$ cat src/pkg/sdb_defs.svh
// timing and reset constants of the debug wire bit link
`ifndef SDB_DEFS_SVH
`define SDB_DEFS_SVH
`define SDB_RX_SAMPLE 8'h0a
`define SDB_TX1_PULSE 8'h07
`define SDB_TX1_END 8'h08
`define SDB_TX0_LOW 8'h0d
`define SDB_TX0_END 8'h0e
`define SDB_SYNC_DET 8'h80
`define SDB_SYNC_DLY 8'h10
`define SDB_SYNC_LOW 8'h80
`define SDB_TIMEOUT 10'h200
`define SDB_STRAP_AT 2'h2
`define SDB_STRAP_DONE 2'h3
`endif

$ cat src/pkg/sdb_pkg.sv
// types of the debug wire bit link
package sdb_pkg;
  typedef enum logic [2:0] {
    SDB_IDLE = 3'h0,
    SDB_RXB = 3'h1,
    SDB_TX1 = 3'h3,
    SDB_TX0 = 3'h2,
    SDB_SLOW = 3'h6,
    SDB_SDLY = 3'h7,
    SDB_SRSP = 3'h5
  } sdb_state_t;
  typedef struct packed {
    logic lvl;
    logic oe;
  } sdb_pin_t;
endpackage

$ cat src/design/sdb_bit_link.sv
// bit level logic of the single wire debug link, device end
`timescale 1ns/1ns
`include "sdb_defs.svh"
module sdb_bit_link #(
  parameter int DATA_W = 8
) (
  // clock and reset
  input wire logic clk_i,
  input wire logic reset_n_i,
  // debug wire pin
  input wire logic pin_in_i,
  output logic pin_out_o,
  output logic pin_oe_o,
  // clock source choice
  input wire logic clk_sel_i,
  input wire logic alt_clk_i,
  // command side
  input wire logic bdc_en_i,
  input wire logic force_bg_i,
  input wire logic bg_cmd_i,
  input wire logic go_i,
  input wire logic cmd_bg_only_i,
  input wire logic tx_valid_i,
  input wire logic [DATA_W-1:0] tx_data_i,
  output logic tx_ready_o,
  output logic [DATA_W-1:0] rx_data_o,
  output logic rx_valid_o,
  output logic abort_o,
  output logic sync_o,
  output logic cmd_ok_o,
  // system side
  input wire logic [15:0] bus_addr_i,
  input wire logic bkpt_en_i,
  input wire logic [15:0] bkpt_addr_i,
  output logic bg_mode_o,
  output logic wdog_off_o,
  output logic wake_o,
  output logic osc_keep_o,
  output logic bkpt_hit_o
);
  localparam int CW = $clog2(DATA_W);

  // pin and alternate clock synchronisers
  logic pin_s1_ff, pin_s2_ff, pin_s3_ff;
  logic alt_s1_ff, alt_s2_ff, alt_s3_ff;
  always_ff @(posedge clk_i) begin
    if (!reset_n_i) begin
      pin_s1_ff <= 1'b1;
      pin_s2_ff <= 1'b1;
      pin_s3_ff <= 1'b1;
      alt_s1_ff <= 1'b0;
      alt_s2_ff <= 1'b0;
      alt_s3_ff <= 1'b0;
    end else begin
      pin_s1_ff <= pin_in_i;
      pin_s2_ff <= pin_s1_ff;
      pin_s3_ff <= pin_s2_ff;
      alt_s1_ff <= alt_clk_i;
      alt_s2_ff <= alt_s1_ff;
      alt_s3_ff <= alt_s2_ff;
    end
  end

  // edges only count once the reset strap is taken, so a held strap is no bit
  logic [1:0] strap_ff;
  wire pin_w = pin_s2_ff;
  wire fall_w = pin_s3_ff & ~pin_s2_ff & (strap_ff == `SDB_STRAP_DONE);
  wire tick_w = clk_sel_i ? (alt_s2_ff & ~alt_s3_ff) : 1'b1;

  // bit state machine
  sdb_pkg::sdb_state_t state_ff, nxt_state;
  logic [7:0] cnt_ff;
  logic [9:0] idle_ff;
  logic [DATA_W-1:0] rx_sh_ff, tx_sh_ff;
  logic [CW-1:0] rx_n_ff, tx_n_ff;
  logic tx_pend_ff;

  wire busy_w = tx_pend_ff | (rx_n_ff != '0);
  wire slow_w = (state_ff == sdb_pkg::SDB_SLOW) || (state_ff == sdb_pkg::SDB_SDLY)
    || (state_ff == sdb_pkg::SDB_SRSP);
  wire tmo_w = tick_w & ~fall_w & ~slow_w & (idle_ff == `SDB_TIMEOUT - 10'h1);
  wire abort_w = tmo_w & busy_w;
  wire samp_w = (state_ff == sdb_pkg::SDB_RXB) & tick_w
    & (cnt_ff == `SDB_RX_SAMPLE - 8'h1);
  wire last_rx_w = samp_w & (rx_n_ff == CW'(DATA_W - 1));
  wire tx_end_w = tick_w & (((state_ff == sdb_pkg::SDB_TX1)
    & (cnt_ff == `SDB_TX1_END - 8'h1)) | ((state_ff == sdb_pkg::SDB_TX0)
    & (cnt_ff == `SDB_TX0_END - 8'h1)));
  wire tx_last_w = tx_end_w & (tx_n_ff == CW'(DATA_W - 1));
  wire sync_end_w = (state_ff == sdb_pkg::SDB_SRSP) & tick_w & (cnt_ff == `SDB_SYNC_LOW);

  always_comb begin
    nxt_state = state_ff;
    unique case (state_ff)
      sdb_pkg::SDB_IDLE: begin
        if (fall_w) begin
          if (!tx_pend_ff) begin
            nxt_state = sdb_pkg::SDB_RXB;
          end else if (tx_sh_ff[DATA_W-1]) begin
            nxt_state = sdb_pkg::SDB_TX1;
          end else begin
            nxt_state = sdb_pkg::SDB_TX0;
          end
        end
      end
      sdb_pkg::SDB_RXB: begin
        if (tick_w && !pin_w && cnt_ff == `SDB_SYNC_DET - 8'h1) begin
          nxt_state = sdb_pkg::SDB_SLOW;
        end else if (pin_w && cnt_ff >= `SDB_RX_SAMPLE) begin
          nxt_state = sdb_pkg::SDB_IDLE;
        end
      end
      sdb_pkg::SDB_TX1, sdb_pkg::SDB_TX0: begin
        if (tx_end_w) begin
          nxt_state = sdb_pkg::SDB_IDLE;
        end
      end
      sdb_pkg::SDB_SLOW: begin
        if (pin_w) begin
          nxt_state = sdb_pkg::SDB_SDLY;
        end
      end
      sdb_pkg::SDB_SDLY: begin
        if (tick_w && cnt_ff == `SDB_SYNC_DLY - 8'h1) begin
          nxt_state = sdb_pkg::SDB_SRSP;
        end
      end
      sdb_pkg::SDB_SRSP: begin
        if (sync_end_w) begin
          nxt_state = sdb_pkg::SDB_IDLE;
        end
      end
      default: nxt_state = sdb_pkg::SDB_IDLE;
    endcase
    if (tmo_w) begin
      nxt_state = sdb_pkg::SDB_IDLE;
    end
  end

  // pin drive per state and cycle count
  sdb_pkg::sdb_pin_t nxt_pin;
  always_comb begin
    nxt_pin = '{lvl: 1'b0, oe: 1'b0};
    unique case (nxt_state)
      sdb_pkg::SDB_TX1: begin
        if (state_ff == sdb_pkg::SDB_TX1 && tick_w
            && cnt_ff == `SDB_TX1_PULSE - 8'h1) begin
          nxt_pin = '{lvl: 1'b1, oe: 1'b1};
        end
      end
      sdb_pkg::SDB_TX0: begin
        if (state_ff == sdb_pkg::SDB_TX0 && tick_w
            && cnt_ff == `SDB_TX0_LOW - 8'h1) begin
          nxt_pin = '{lvl: 1'b1, oe: 1'b1};
        end else if (state_ff != sdb_pkg::SDB_TX0 || cnt_ff < `SDB_TX0_LOW) begin
          nxt_pin = '{lvl: 1'b0, oe: 1'b1};
        end else begin
          nxt_pin = '{lvl: 1'b1, oe: 1'b1};
        end
      end
      sdb_pkg::SDB_SRSP: begin
        if (tick_w && cnt_ff == `SDB_SYNC_LOW - 8'h1) begin
          nxt_pin = '{lvl: 1'b1, oe: 1'b1};
        end else if (cnt_ff < `SDB_SYNC_LOW || state_ff != sdb_pkg::SDB_SRSP) begin
          nxt_pin = '{lvl: 1'b0, oe: 1'b1};
        end else begin
          nxt_pin = '{lvl: 1'b1, oe: 1'b1};
        end
      end
      default: nxt_pin = '{lvl: 1'b0, oe: 1'b0};
    endcase
  end

  wire restart_w = (nxt_state != state_ff);
  always_ff @(posedge clk_i) begin
    if (!reset_n_i) begin
      state_ff <= sdb_pkg::SDB_IDLE;
      cnt_ff <= 8'h0;
      idle_ff <= 10'h0;
      pin_out_o <= 1'b0;
      pin_oe_o <= 1'b0;
    end else begin
      state_ff <= nxt_state;
      pin_out_o <= nxt_pin.lvl;
      pin_oe_o <= nxt_pin.oe;
      if (restart_w) begin
        cnt_ff <= 8'h0;
      end else if (tick_w && cnt_ff != 8'hff) begin
        cnt_ff <= cnt_ff + 8'h1;
      end
      if (fall_w || slow_w || tmo_w) begin
        idle_ff <= 10'h0;
      end else if (tick_w) begin
        idle_ff <= idle_ff + 10'h1;
      end
    end
  end

  // receive and transmit shifters, msb first
  always_ff @(posedge clk_i) begin
    if (!reset_n_i) begin
      rx_sh_ff <= '0;
      rx_n_ff <= '0;
      rx_data_o <= '0;
      rx_valid_o <= 1'b0;
      tx_sh_ff <= '0;
      tx_n_ff <= '0;
      tx_pend_ff <= 1'b0;
      tx_ready_o <= 1'b0;
      abort_o <= 1'b0;
      sync_o <= 1'b0;
    end else begin
      rx_valid_o <= last_rx_w;
      abort_o <= abort_w;
      sync_o <= sync_end_w;
      if (samp_w) begin
        rx_sh_ff <= {rx_sh_ff[DATA_W-2:0], pin_w};
        rx_n_ff <= rx_n_ff + CW'(1);
      end
      if (last_rx_w) begin
        rx_data_o <= {rx_sh_ff[DATA_W-2:0], pin_w};
      end
      if (tmo_w || state_ff == sdb_pkg::SDB_SLOW) begin
        rx_n_ff <= '0;
      end
      if (tmo_w) begin
        tx_pend_ff <= 1'b0;
        tx_n_ff <= '0;
      end else if (tx_end_w) begin
        tx_sh_ff <= {tx_sh_ff[DATA_W-2:0], 1'b0};
        tx_n_ff <= tx_n_ff + CW'(1);
        tx_pend_ff <= ~tx_last_w;
      end else if (tx_valid_i && !tx_pend_ff && state_ff == sdb_pkg::SDB_IDLE) begin
        tx_sh_ff <= tx_data_i;
        tx_n_ff <= '0;
        tx_pend_ff <= 1'b1;
      end
      tx_ready_o <= ~tx_pend_ff & ~tx_valid_i;
    end
  end

  // mode strap, background mode and system hooks
  logic bg_ff;
  wire strap_w = (strap_ff == `SDB_STRAP_AT);
  wire bg_set_w = (force_bg_i & fall_w) | (bg_cmd_i & bdc_en_i);
  always_ff @(posedge clk_i) begin
    if (!reset_n_i) begin
      strap_ff <= 2'h0;
      bg_ff <= 1'b0;
      bg_mode_o <= 1'b0;
      wdog_off_o <= 1'b0;
      wake_o <= 1'b0;
      osc_keep_o <= 1'b0;
      bkpt_hit_o <= 1'b0;
      cmd_ok_o <= 1'b0;
    end else begin
      if (strap_ff != `SDB_STRAP_DONE) begin
        strap_ff <= strap_ff + 2'h1;
      end
      if (strap_w) begin
        bg_ff <= ~pin_w;
      end else if (bg_set_w) begin
        bg_ff <= 1'b1;
      end else if (go_i) begin
        bg_ff <= 1'b0;
      end
      bg_mode_o <= bg_ff;
      wdog_off_o <= bg_ff;
      wake_o <= bg_cmd_i & bdc_en_i;
      osc_keep_o <= bdc_en_i;
      bkpt_hit_o <= bkpt_en_i & (bus_addr_i == bkpt_addr_i);
      cmd_ok_o <= ~cmd_bg_only_i | bg_ff;
    end
  end
endmodule

$ cat config.mk
export PLATFORM = sky130hd
export DESIGN_NAME = sdb_bit_link
export DESIGN_NICKNAME = d
export VERILOG_FILES = /design/src/pkg/sdb_pkg.sv /design/src/design/sdb_bit_link.sv
export VERILOG_INCLUDE_DIRS = /design/src /design/src/pkg
export SDC_FILE = /design/constraint.sdc
export NUM_CORES = 1
export LEC_CHECK = 0
export BUFFER_PORTS_ARGS = -buffer_cell sky130_fd_sc_hd__clkbuf_2
export CAP_MARGIN = 20
export CORE_ASPECT_RATIO = 0.6
export CORE_MARGIN = 1
export CORE_UTILIZATION = 33
export CTS_CLUSTER_DIAMETER = 120
export DETAILED_ROUTE_END_ITERATION = 16
export PLACE_DENSITY = 0.62
export SETUP_SLACK_MARGIN = 0.02
export SYNTH_ARGS = -nofsm -noshare
export SYNTH_HDL_FRONTEND = slang
export SYNTH_SLANG_ARGS = --single-unit
$ cat constraint.sdc
create_clock -name clk_i -period 2 [get_ports clk_i]
set_clock_uncertainty 0.05 [all_clocks]
set_input_delay 0.2 -clock clk_i [delete_from_list [all_inputs] [get_ports clk_i]]
set_output_delay 0.2 -clock clk_i [all_outputs]
set_load 0.01 [all_outputs]
==> results of run 1 <==
critical path, cell delays in order (launching register included):
cell	delay, ps
dfxtp_4	400
ha_4	160
nand3_4	90
a2111oi_4	360
o221ai_2	160
a311oi_2	300
or4_4	200
nand4_4	160
nor4_4	250
cells in the mapped netlist (4+ instances only):
master,number,area share [%]
xnor2_1,19,4.8
dfxtp_1,71,41
nand4_1,9,1.6
and3_1,5,0.90
o21ai_0,9,1.3
clkbuf_1,12,1.3
nand3b_1,4,0.87
ha_1,13,4.7
nor2_1,37,4.0
nor4_1,5,0.90
nand3_1,18,2.6
and2_1,5,0.90
xor2_1,11,2.8
nor3_1,12,1.7
nand2_1,63,6.8
a311oi_1,5,1.3
nand2b_1,4,0.72
a31oi_1,4,0.72
inv_1,12,1.3
a21oi_1,28,4.0
power by group:
| part | internal [mW] | switching, mW | total, mW |
|---|---|---|---|
| sequential | 1.47 | 0.0405 | 1.51 |
| clock | 1.00 | 0.631 | 1.63 |
| combinational | 0.238 | 0.220 | 0.457 |
how the worst max path moves through the flow:
stage | startpoint | endpoint | slack (ps) | cells past startpoint
floorplan | cnt_ff[1] | pin_out_o | -40 | 8
global placement | cnt_ff[1] | cnt_ff[7] | -260 | 9
detailed placement | cnt_ff[0] | pin_oe_o | -260 | 10
CTS | cnt_ff[1] | cnt_ff[6] | -200 | 8
global route | cnt_ff[1] | cnt_ff[6] | -290 | 8
finish | cnt_ff[1] | cnt_ff[6] | -230 | 8
kinds of logic after synthesis:
kind of cell / Yosys count
AOI/OAI and AO/OA: 65
xor gates and xnor gates: 30
adders and majority gates: 13
buffers and inverters: 33
DFF: 71
muxes: 1
and+or+nand+nor: 188
area by class of cell:
type	count	share of cell area, %
Inverter	13	0.984
Multi-Input combinational cell	298	41.5
Clock buffer	10	4.82
Tap cell	135	3.41
Sequential cell	71	28.9
Timing Repair Buffer	145	19.0
Clock inverter	6	1.34
routing by layer:
metal | GRT usage [%] | wire length, µm | part of all wire [%] | vias to the layer above
met3 | 5.31 | 586 | 6.2 | 14
met1 | 24.8 | 4670 | 50 | 1574
met4 | 5.96 | 128 | 1.4 | 0
met2 | 28.4 | 4030 | 43 | 104
li1 | - | - | - | 1679
met5 | 0 | 0 | 0 | -
repair_timing:
item,in CTS,in global routing
pin swaps,9,6
endpoints found under the hold margin,1,0
resized for setup,12,17
cloned,1,0
hold buffers,1,0
buffers inserted,3,2
setup endpoints to repair,26,48
state kept, by name, indices dropped and copies added, names as in the netlist, 2 cells and up:
name and cells:
state_ff 3, rx_sh_ff 7, idle_ff 10, tx_sh_ff 8, tx_n_ff 3, cnt_ff 8, rx_n_ff 3, strap_ff 2
rx_data_o 8
through the flow:
step / worst slack, ps / area [µm²]
floorplan: -37.1 / 3530
detailed placement: -259 / 4470
global route: -288 / 4960
global placement: -258 / 4470
CTS: -197 / 4870
finish: -230 / 4960
==> impl_metrics.json, run 1 <==
{
  "critPathKind": "reg2reg",
  "routedWlPerCell_um": 13.9,
  "yosysSeqAreaShare_pct": 41.0,
  "diodes": 0,
  "finalWirelength_um": 9420,
  "fillCellCount": 944,
  "register_area_um2": 1440,
  "period_share_pct": 112,
  "multiInputGateArea_um2": 2060,
  "cts_buffer_depth": 2,
  "grt_pass1_vias": 3210,
  "grt.overflow.total": 0,
  "syn-num-nets": 466,
  "hold_path_depth": 2,
  "ir_drop_v": 0.000446,
  "synth_compound_area_share_pct": 13.7,
  "drive_gt1_share_pct": 38.3,
  "grt.total_usage_pct": 18.4,
  "max_freq_mhz": 448,
  "grt_max_degree": 31,
  "utilization_pct": 49.5,
  "final_antenna_net_count": 0,
  "setup_viol": 21,
  "cp_max_fo": 8,
  "layout_common_cells": "clkbuf_2, buf_4, dfxtp_1",
  "core_um2": 10000,
  "remaining_drc_errors": 0,
  "start_util_pct": 34.6,
  "dp.cells": 655,
  "hold_viol": 0,
  "synth_area_um2": 3460,
  "synth_cell_types": 60,
  "yosys_warnings": 0,
  "ys_seq_elements": 71,
  "synth-async-reset-ratio_pct": 0,
  "cts_tree": "done",
  "fin_nets": 603,
  "synth_xor_area_share_pct": 7.59,
  "h-tree-depth": 3,
  "max_cap_viol_count": 0,
  "numCtsBuffers": 9,
  "cts.sinks": 71,
  "r2r_slack_ps": -230,
  "clkTransAtPathRegs_ps": 60,
  "synth_area_per_cell_um2": 8.64,
  "outcome": "finished, violations left",
  "io_pins": 72,
  "dieHeight_um": 81.4,
  "slew_headroom_pct": 74.5,
  "final_cells": 678,
  "start_kind": "register",
  "ys.flop_type": "dfxtp_1",
  "grt_pass1_wl_um": 15600,
  "leakage_nw": 2.05,
  "r2r_end": "cnt_ff[6]",
  "worstSetupEndpointType": "register",
  "hold_end": "alt_s1_ff",
  "hold_ws_ps": 18.0,
  "netlist_instances": 401,
  "die_w_um": 134,
  "num_rows": 28,
  "antenna_found_initial": 0,
  "synthSimpleGateAreaFrac_pct": 28.3,
  "routed_via_density": 4.97,
  "synth_top_family_by_area": "simple AND/OR/NAND/NOR gates",
  "slew_violations": 0,
  "violations": "negative setup slack",
  "r2r-start": "cnt_ff[1]",
  "clockRootBuffer": "clkbuf_16",
  "synth-edff-count": 0,
  "dp_hpwl_um": 6890,
  "drt_iter0_markers": 152,
  "setup_tns_ps": -2810,
  "synth.area.mux_share_pct": 0.289,
  "critical_path_arrival_ps": 2420,
  "worstHoldStart": "alt_clk_i",
  "fin_ws_ps": -230,
  "synthAdderAreaFrac_pct": 4.70,
  "routabilityCongestion": 0.840,
  "firstDrtPassIters": 4,
  "vias": 3371,
  "dieArea_um2": 10900,
  "clkLatencyLatePin_ps": 340,
  "power_density_nw_per_um2": 726,
  "rsz0062_at_grt": "true",
  "area_delta_synth_final_pct": 43.2,
  "period_needed_ps": 2230,
  "total_power_mw": 3.60,
  "final_common_cell": "clkbuf_2",
  "r2r_cells": 8,
  "cp_data_required_time_ps": 2190,
  "hold_path.class": "in2reg",
  "io_buffers": 71,
  "tightestPinTransition_ps": 383
}
(Power assumes the default switching activity.)
==> run 2: changes to the inputs <==
--- a/config.mk
+++ b/config.mk
@@ -8,12 +8,14 @@
 export LEC_CHECK = 0
 export BUFFER_PORTS_ARGS = -buffer_cell sky130_fd_sc_hd__clkbuf_2
 export CAP_MARGIN = 20
+export CELL_PAD_IN_SITES_DETAIL_PLACEMENT = 0
+export CELL_PAD_IN_SITES_GLOBAL_PLACEMENT = 1
 export CORE_ASPECT_RATIO = 0.6
 export CORE_MARGIN = 1
 export CORE_UTILIZATION = 33
 export CTS_CLUSTER_DIAMETER = 120
 export DETAILED_ROUTE_END_ITERATION = 16
-export PLACE_DENSITY = 0.62
+export PLACE_DENSITY = 0.76
 export SETUP_SLACK_MARGIN = 0.02
 export SYNTH_ARGS = -nofsm -noshare
 export SYNTH_HDL_FRONTEND = slang
==> run 2 against run 1 <==
  * The flow still finishes with violations (negative setup slack)
  * Routed wire length is 2.8% lower
  * Combinational power is 2% lower
  * Critical path depth is 1 lower
  * Sequential cell count stayed put
  * Sequential power hardly changed
  * Count of clock-buffer cells in the layout is 1 higher
  * Clock power is 18% higher
  * Global-route usage is 1.0 points lower
  * Maximum frequency is 4.7% higher
  * Sequential share of layout area is 0.59 points lower
  * Die area stayed put
  * Final cell count is 0.59% higher
  * Largest cell class unchanged
==> impl_metrics.json, run 2 (same netlist as run 1, synthesis figures left out) <==
{
  "slew_violations": 0,
  "violations": "negative setup slack",
  "grt_pass1_vias": 3007,
  "max_cap_viol_count": 0,
  "worstHoldStart": "pin_in_i",
  "r2r_slack_ps": -130,
  "leakage_nw": 2.12,
  "numCtsBuffers": 9,
  "fin_nets": 608,
  "antenna_found_initial": 0,
  "cp_max_fo": 5,
  "core_um2": 10000,
  "h-tree-depth": 3,
  "area_delta_synth_final_pct": 47.0,
  "critical_path_arrival_ps": 2300,
  "fin_ws_ps": -131,
  "routedWlPerCell_um": 13.4,
  "die_w_um": 134,
  "vias": 3267,
  "routed_via_density": 4.79,
  "rsz0062_at_grt": "true",
  "critPathKind": "reg2reg",
  "max_freq_mhz": 469,
  "drt_iter0_markers": 174,
  "diodes": 0,
  "setup_viol": 18,
  "grt.overflow.total": 0,
  "grt_max_degree": 31,
  "period_share_pct": 107,
  "start_util_pct": 34.6,
  "clockRootBuffer": "clkbuf_16",
  "cts_buffer_depth": 2,
  "period_needed_ps": 2130,
  "dp_hpwl_um": 6690,
  "crit_start": "cnt_ff[6]",
  "power_density_nw_per_um2": 764,
  "hold_path.class": "in2reg",
  "dieHeight_um": 81.4,
  "clkLatencyLatePin_ps": 340,
  "ir_drop_v": 0.000452,
  "slew_headroom_pct": 74.9,
  "r2r_end": "pin_out_o",
  "io_buffers": 71,
  "r2r_cells": 7,
  "start_kind": "register",
  "tightestPinTransition_ps": 372,
  "cp_data_required_time_ps": 2170,
  "num_rows": 28,
  "fillCellCount": 963,
  "grt.total_usage_pct": 17.4,
  "r2r-start": "cnt_ff[6]",
  "hold_ws_ps": 10.5,
  "layout_common_cells": "clkbuf_2, buf_4, nand2_1",
  "largest_reg_flops": 10,
  "io_pins": 72,
  "hold_viol": 0,
  "cts_tree": "done",
  "top_register": "idle_ff",
  "hold_end": "pin_s1_ff",
  "final_antenna_net_count": 0,
  "routabilityCongestion": 0.909,
  "remaining_drc_errors": 0,
  "cts.sinks": 71,
  "outcome": "finished, violations left",
  "finalWirelength_um": 9150,
  "firstDrtPassIters": 4,
  "drive_gt1_share_pct": 40.8,
  "dieArea_um2": 10900,
  "clkTransAtPathRegs_ps": 60,
  "final_common_cell": "clkbuf_2",
  "utilization_pct": 50.8,
  "hold_path_depth": 2,
  "grt_pass1_wl_um": 14700,
  "worstSetupEndpointType": "register"
}
-- run 2: cell count changes in the layout (fill, tap and decap cells not counted), sizes merged --
| cell | delta |
|---|---|
| clkinvlp | -1 |
| buf | +5 |
| clkinv | -2 |
| clkbuf | +1 |
| bufinv | +2 |
| inv | -1 |
-- run 2: report_power, final --
group          internal (mW)  switching [mW]
Clock                   1.32           0.607
Combinational          0.235           0.214
Sequential              1.47          0.0390
-- run 2: worst max-delay path: stages (launching register included) --
cell and delay (ps):
dfxtp_4 360, or4_4 570, a21oi_4 170, nand4_1 230
nand3_1 150, and2_4 160, nor2_2 40, a221o_1 290
-- run 2: area by class of cell --
| cell class | instances | area, µm² | area share [%] |
|---|---|---|---|
| multi-input cells | 298 | 2080 | 40.9 |
| flip-flops and latches | 71 | 1440 | 28.4 |
| repair buffers | 150 | 985 | 19.3 |
| clock buffers | 11 | 264 | 5.18 |
| well taps | 135 | 169 | 3.32 |
| clock inverters | 4 | 98.8 | 1.94 |
| inverters | 13 | 48.8 | 0.958 |
-- run 2: per-stage QoR --
stage                     area, µm²  std cells  setup TNS [ps]  power (mW)  setup slack (ps)
after floorplan                3530        401           -84.9        1.76             -37.1
after global placement         4460        656           -1430        1.93              -166
after detailed placement       4460        656           -2250        1.94              -191
after CTS                      4950        676           -1650        3.90              -158
after global routing           5090        682           -3760        4.02              -268
final                          5090        682           -1760        3.89              -131
-- run 2: timing repair --
item | in CTS | in global routing
endpoints found under the hold margin | 1 | 0
buffers inserted | 3 | 6
hold buffers | 1 | 0
pin swaps | 20 | 16
endpoints found under the setup margin | 23 | 36
gates cloned | 1 | 0
gates resized for setup | 21 | 27
-- run 2: worst max-delay path by stage --
stage / to / cells after the start
floorplan: pin_out_o / 8
global placement: pin_out_o / 6
detailed placement: pin_oe_o / 6
CTS: cnt_ff[6] / 8
global route: cnt_ff[2] / 9
finish: pin_out_o / 7
-- run 2: metal layers --
layer	up-vias	wire [µm]	global-route usage [%]
li1	1684	-	-
met1	1509	4770	24.4
met2	64	3920	26.0
met3	10	377	4.99
met4	0	87	4.38
met5	-	0	0
==> run 3: changes to the inputs <==
--- a/config.mk
+++ b/config.mk
@@ -15,7 +15,7 @@
 export CORE_UTILIZATION = 33
 export CTS_CLUSTER_DIAMETER = 120
 export DETAILED_ROUTE_END_ITERATION = 16
-export PLACE_DENSITY = 0.76
+export PLACE_DENSITY = 0.74
 export SETUP_SLACK_MARGIN = 0.02
 export SYNTH_ARGS = -nofsm -noshare
 export SYNTH_HDL_FRONTEND = slang
==> constraint.sdc (replaced) <==
create_clock -name clk_i -period 2.8 [get_ports clk_i]
set_clock_uncertainty 0.05 [all_clocks]
set_input_delay 0.28 -clock clk_i [delete_from_list [all_inputs] [get_ports clk_i]]
set_output_delay 0.28 -clock clk_i [all_outputs]
set_load 0.01 [all_outputs]
==> run 3 against run 2 <==
  * Highest routed layer unchanged
  * Count of clock-buffer cells in the layout up 1
  * Maximum frequency down 17%
  * Register-to-register slack better by 370 ps
  * Largest cell class unchanged
  * Utilization down 8.3 points
  * The flow now finishes without violations
  * Hold slack better by 69 ps
  * Critical endpoint is now cnt_ff[6]
  * Sequential cell count unchanged
==> impl_metrics.json, run 3 (same netlist as run 1, synthesis figures left out) <==
{
  "period_share_pct": 91.4,
  "routed_via_density": 4.94,
  "grt_use_met1_pct": 21.9,
  "die_w_um": 134,
  "cts_hold_buf": 0,
  "grt.total_usage_pct": 15.6,
  "setup_viol": 0,
  "busiest_layer": "met2",
  "cp_top_family": "compound AO/OA/AOI/OAI gates",
  "worstSetupEndpointType": "register",
  "r2r-start": "cnt_ff[0]",
  "final_antenna_net_count": 0,
  "drive_gt1_share_pct": 23.4,
  "cp_max_fo": 8,
  "power.switching_uw": 547,
  "h-tree-depth": 3,
  "hold_viol": 0,
  "finalWirelength_um": 8040,
  "area_delta_synth_final_pct": 22.9,
  "outcome": "completed",
  "io_buffers": 71,
  "power_density_nw_per_um2": 587,
  "critPathKind": "reg2reg",
  "antenna_found_initial": 0,
  "setup_tns_ps": 0,
  "cts.sinks": 71,
  "cp_num_buf_inv": 0,
  "top_register": "idle_ff",
  "pwr-share-clk_pct": 47.8,
  "grt_pass1_wl_um": 13300,
  "cts_setup_buffers": 0,
  "grt_util_met3_pct": 4.68,
  "firstDrtPassIters": 4,
  "critical_path_arrival_ps": 2750,
  "dieArea_um2": 10900,
  "dp.cells": 595,
  "max_stage_delay_ps": 460,
  "crit_slowest_cell": "a2111oi_4",
  "p_sw_share_pct": 21.9,
  "routabilityCongestion": 0.802,
  "hold_path.class": "in2reg",
  "clockRootBuffer": "clkbuf_16",
  "grt_pass1_vias": 2779,
  "worstPathCellList": "ha_1, nand3_2, a2111oi_4, o221ai_1, a311oi_2, or4_1, nand4_4, nor4_2",
  "drt_iter0_markers": 187,
  "diodes": 0,
  "start_kind": "register",
  "leakage_nw": 1.68,
  "crit_start": "cnt_ff[0]",
  "dp_hpwl_um": 6010,
  "worstHoldStart": "pin_in_i",
  "final_cells": 610,
  "p_int_mw": 1.95,
  "utilization_pct": 42.5,
  "ir_drop_v": 0.000294,
  "routedWlPerCell_um": 13.2,
  "rsz0062_at_grt": "false",
  "slew_headroom_pct": 61.8,
  "cp_data_required_time_ps": 2990,
  "clkLatencyLatePin_ps": 320,
  "comb_power_share_pct": 9.1,
  "num_rows": 28,
  "slew_violations": 0,
  "dieHeight_um": 81.4,
  "cts_resized": 0,
  "use_met2_pct": 23.4,
  "fin_nets": 536,
  "fillCellCount": 1028,
  "numCtsBuffers": 9,
  "start_util_pct": 34.6,
  "remaining_drc_errors": 0,
  "layout_common_cells": "dfxtp_1, clkbuf_2, nand2_1",
  "pwr-share-seq_pct": 43.1,
  "grt.overflow.total": 0,
  "vias": 3011,
  "grt_max_degree": 33,
  "largest_reg_flops": 10,
  "max_cap_viol_count": 0,
  "total_power_mw": 2.50,
  "cts_tree": "done",
  "tightestPinTransition_ps": 566,
  "clkTransAtPathRegs_ps": 50,
  "cts_buffer_depth": 2,
  "period_needed_ps": 2560,
  "max_freq_mhz": 391,
  "io_pins": 72,
  "core_um2": 10000
}
==> run 3: final cells by class <==
class                           count  area (µm²)  share of cell area (%)
Multi-Input combinational cell    297        1890                    44.4
Timing Repair Buffer               79         415                    9.76
Clock inverter                      3        67.6                    1.59
Sequential cell                    71        1420                    33.4
Inverter                           13        48.8                    1.15
Clock buffer                       12         246                    5.79
Tap cell                          135         169                    3.97
==> run 3: worst paths after layout <==
path          endpoint  slack [ps]  depth (start not counted)
max          cnt_ff[6]         240                          8
min reg2reg  pin_s2_ff         350                          1
max reg2reg  cnt_ff[6]         240                          8
min          pin_s1_ff          80                          2
==> run 3: metrics by stage <==
step	area [µm²]	hold slack, ps	setup WS [ps]
2_1_floorplan	3460	307	587
3_3_place_gp	3940	342	384
3_5_place_dp	3940	342	267
4_1_cts	4260	72.6	246
5_1_grt	4260	78.3	36.5
6_report	4260	79.7	240
==> run 3: metal layers <==
layer	wire [µm]	share of wire [%]
met1	4220	52
met2	3230	40
met3	573	7.1
met4	25	0.31
met5	0	0
==> run 3: power groups by stage <==
stage	sequential, mW	clock [mW]	combinational (mW)
4_1_cts	1.08	1.23	0.230
2_1_floorplan	1.09	0	0.151
6_report	1.08	1.20	0.228
5_1_grt	1.08	1.27	0.257
3_5_place_dp	1.10	0	0.228
3_3_place_gp	1.10	0	0.224
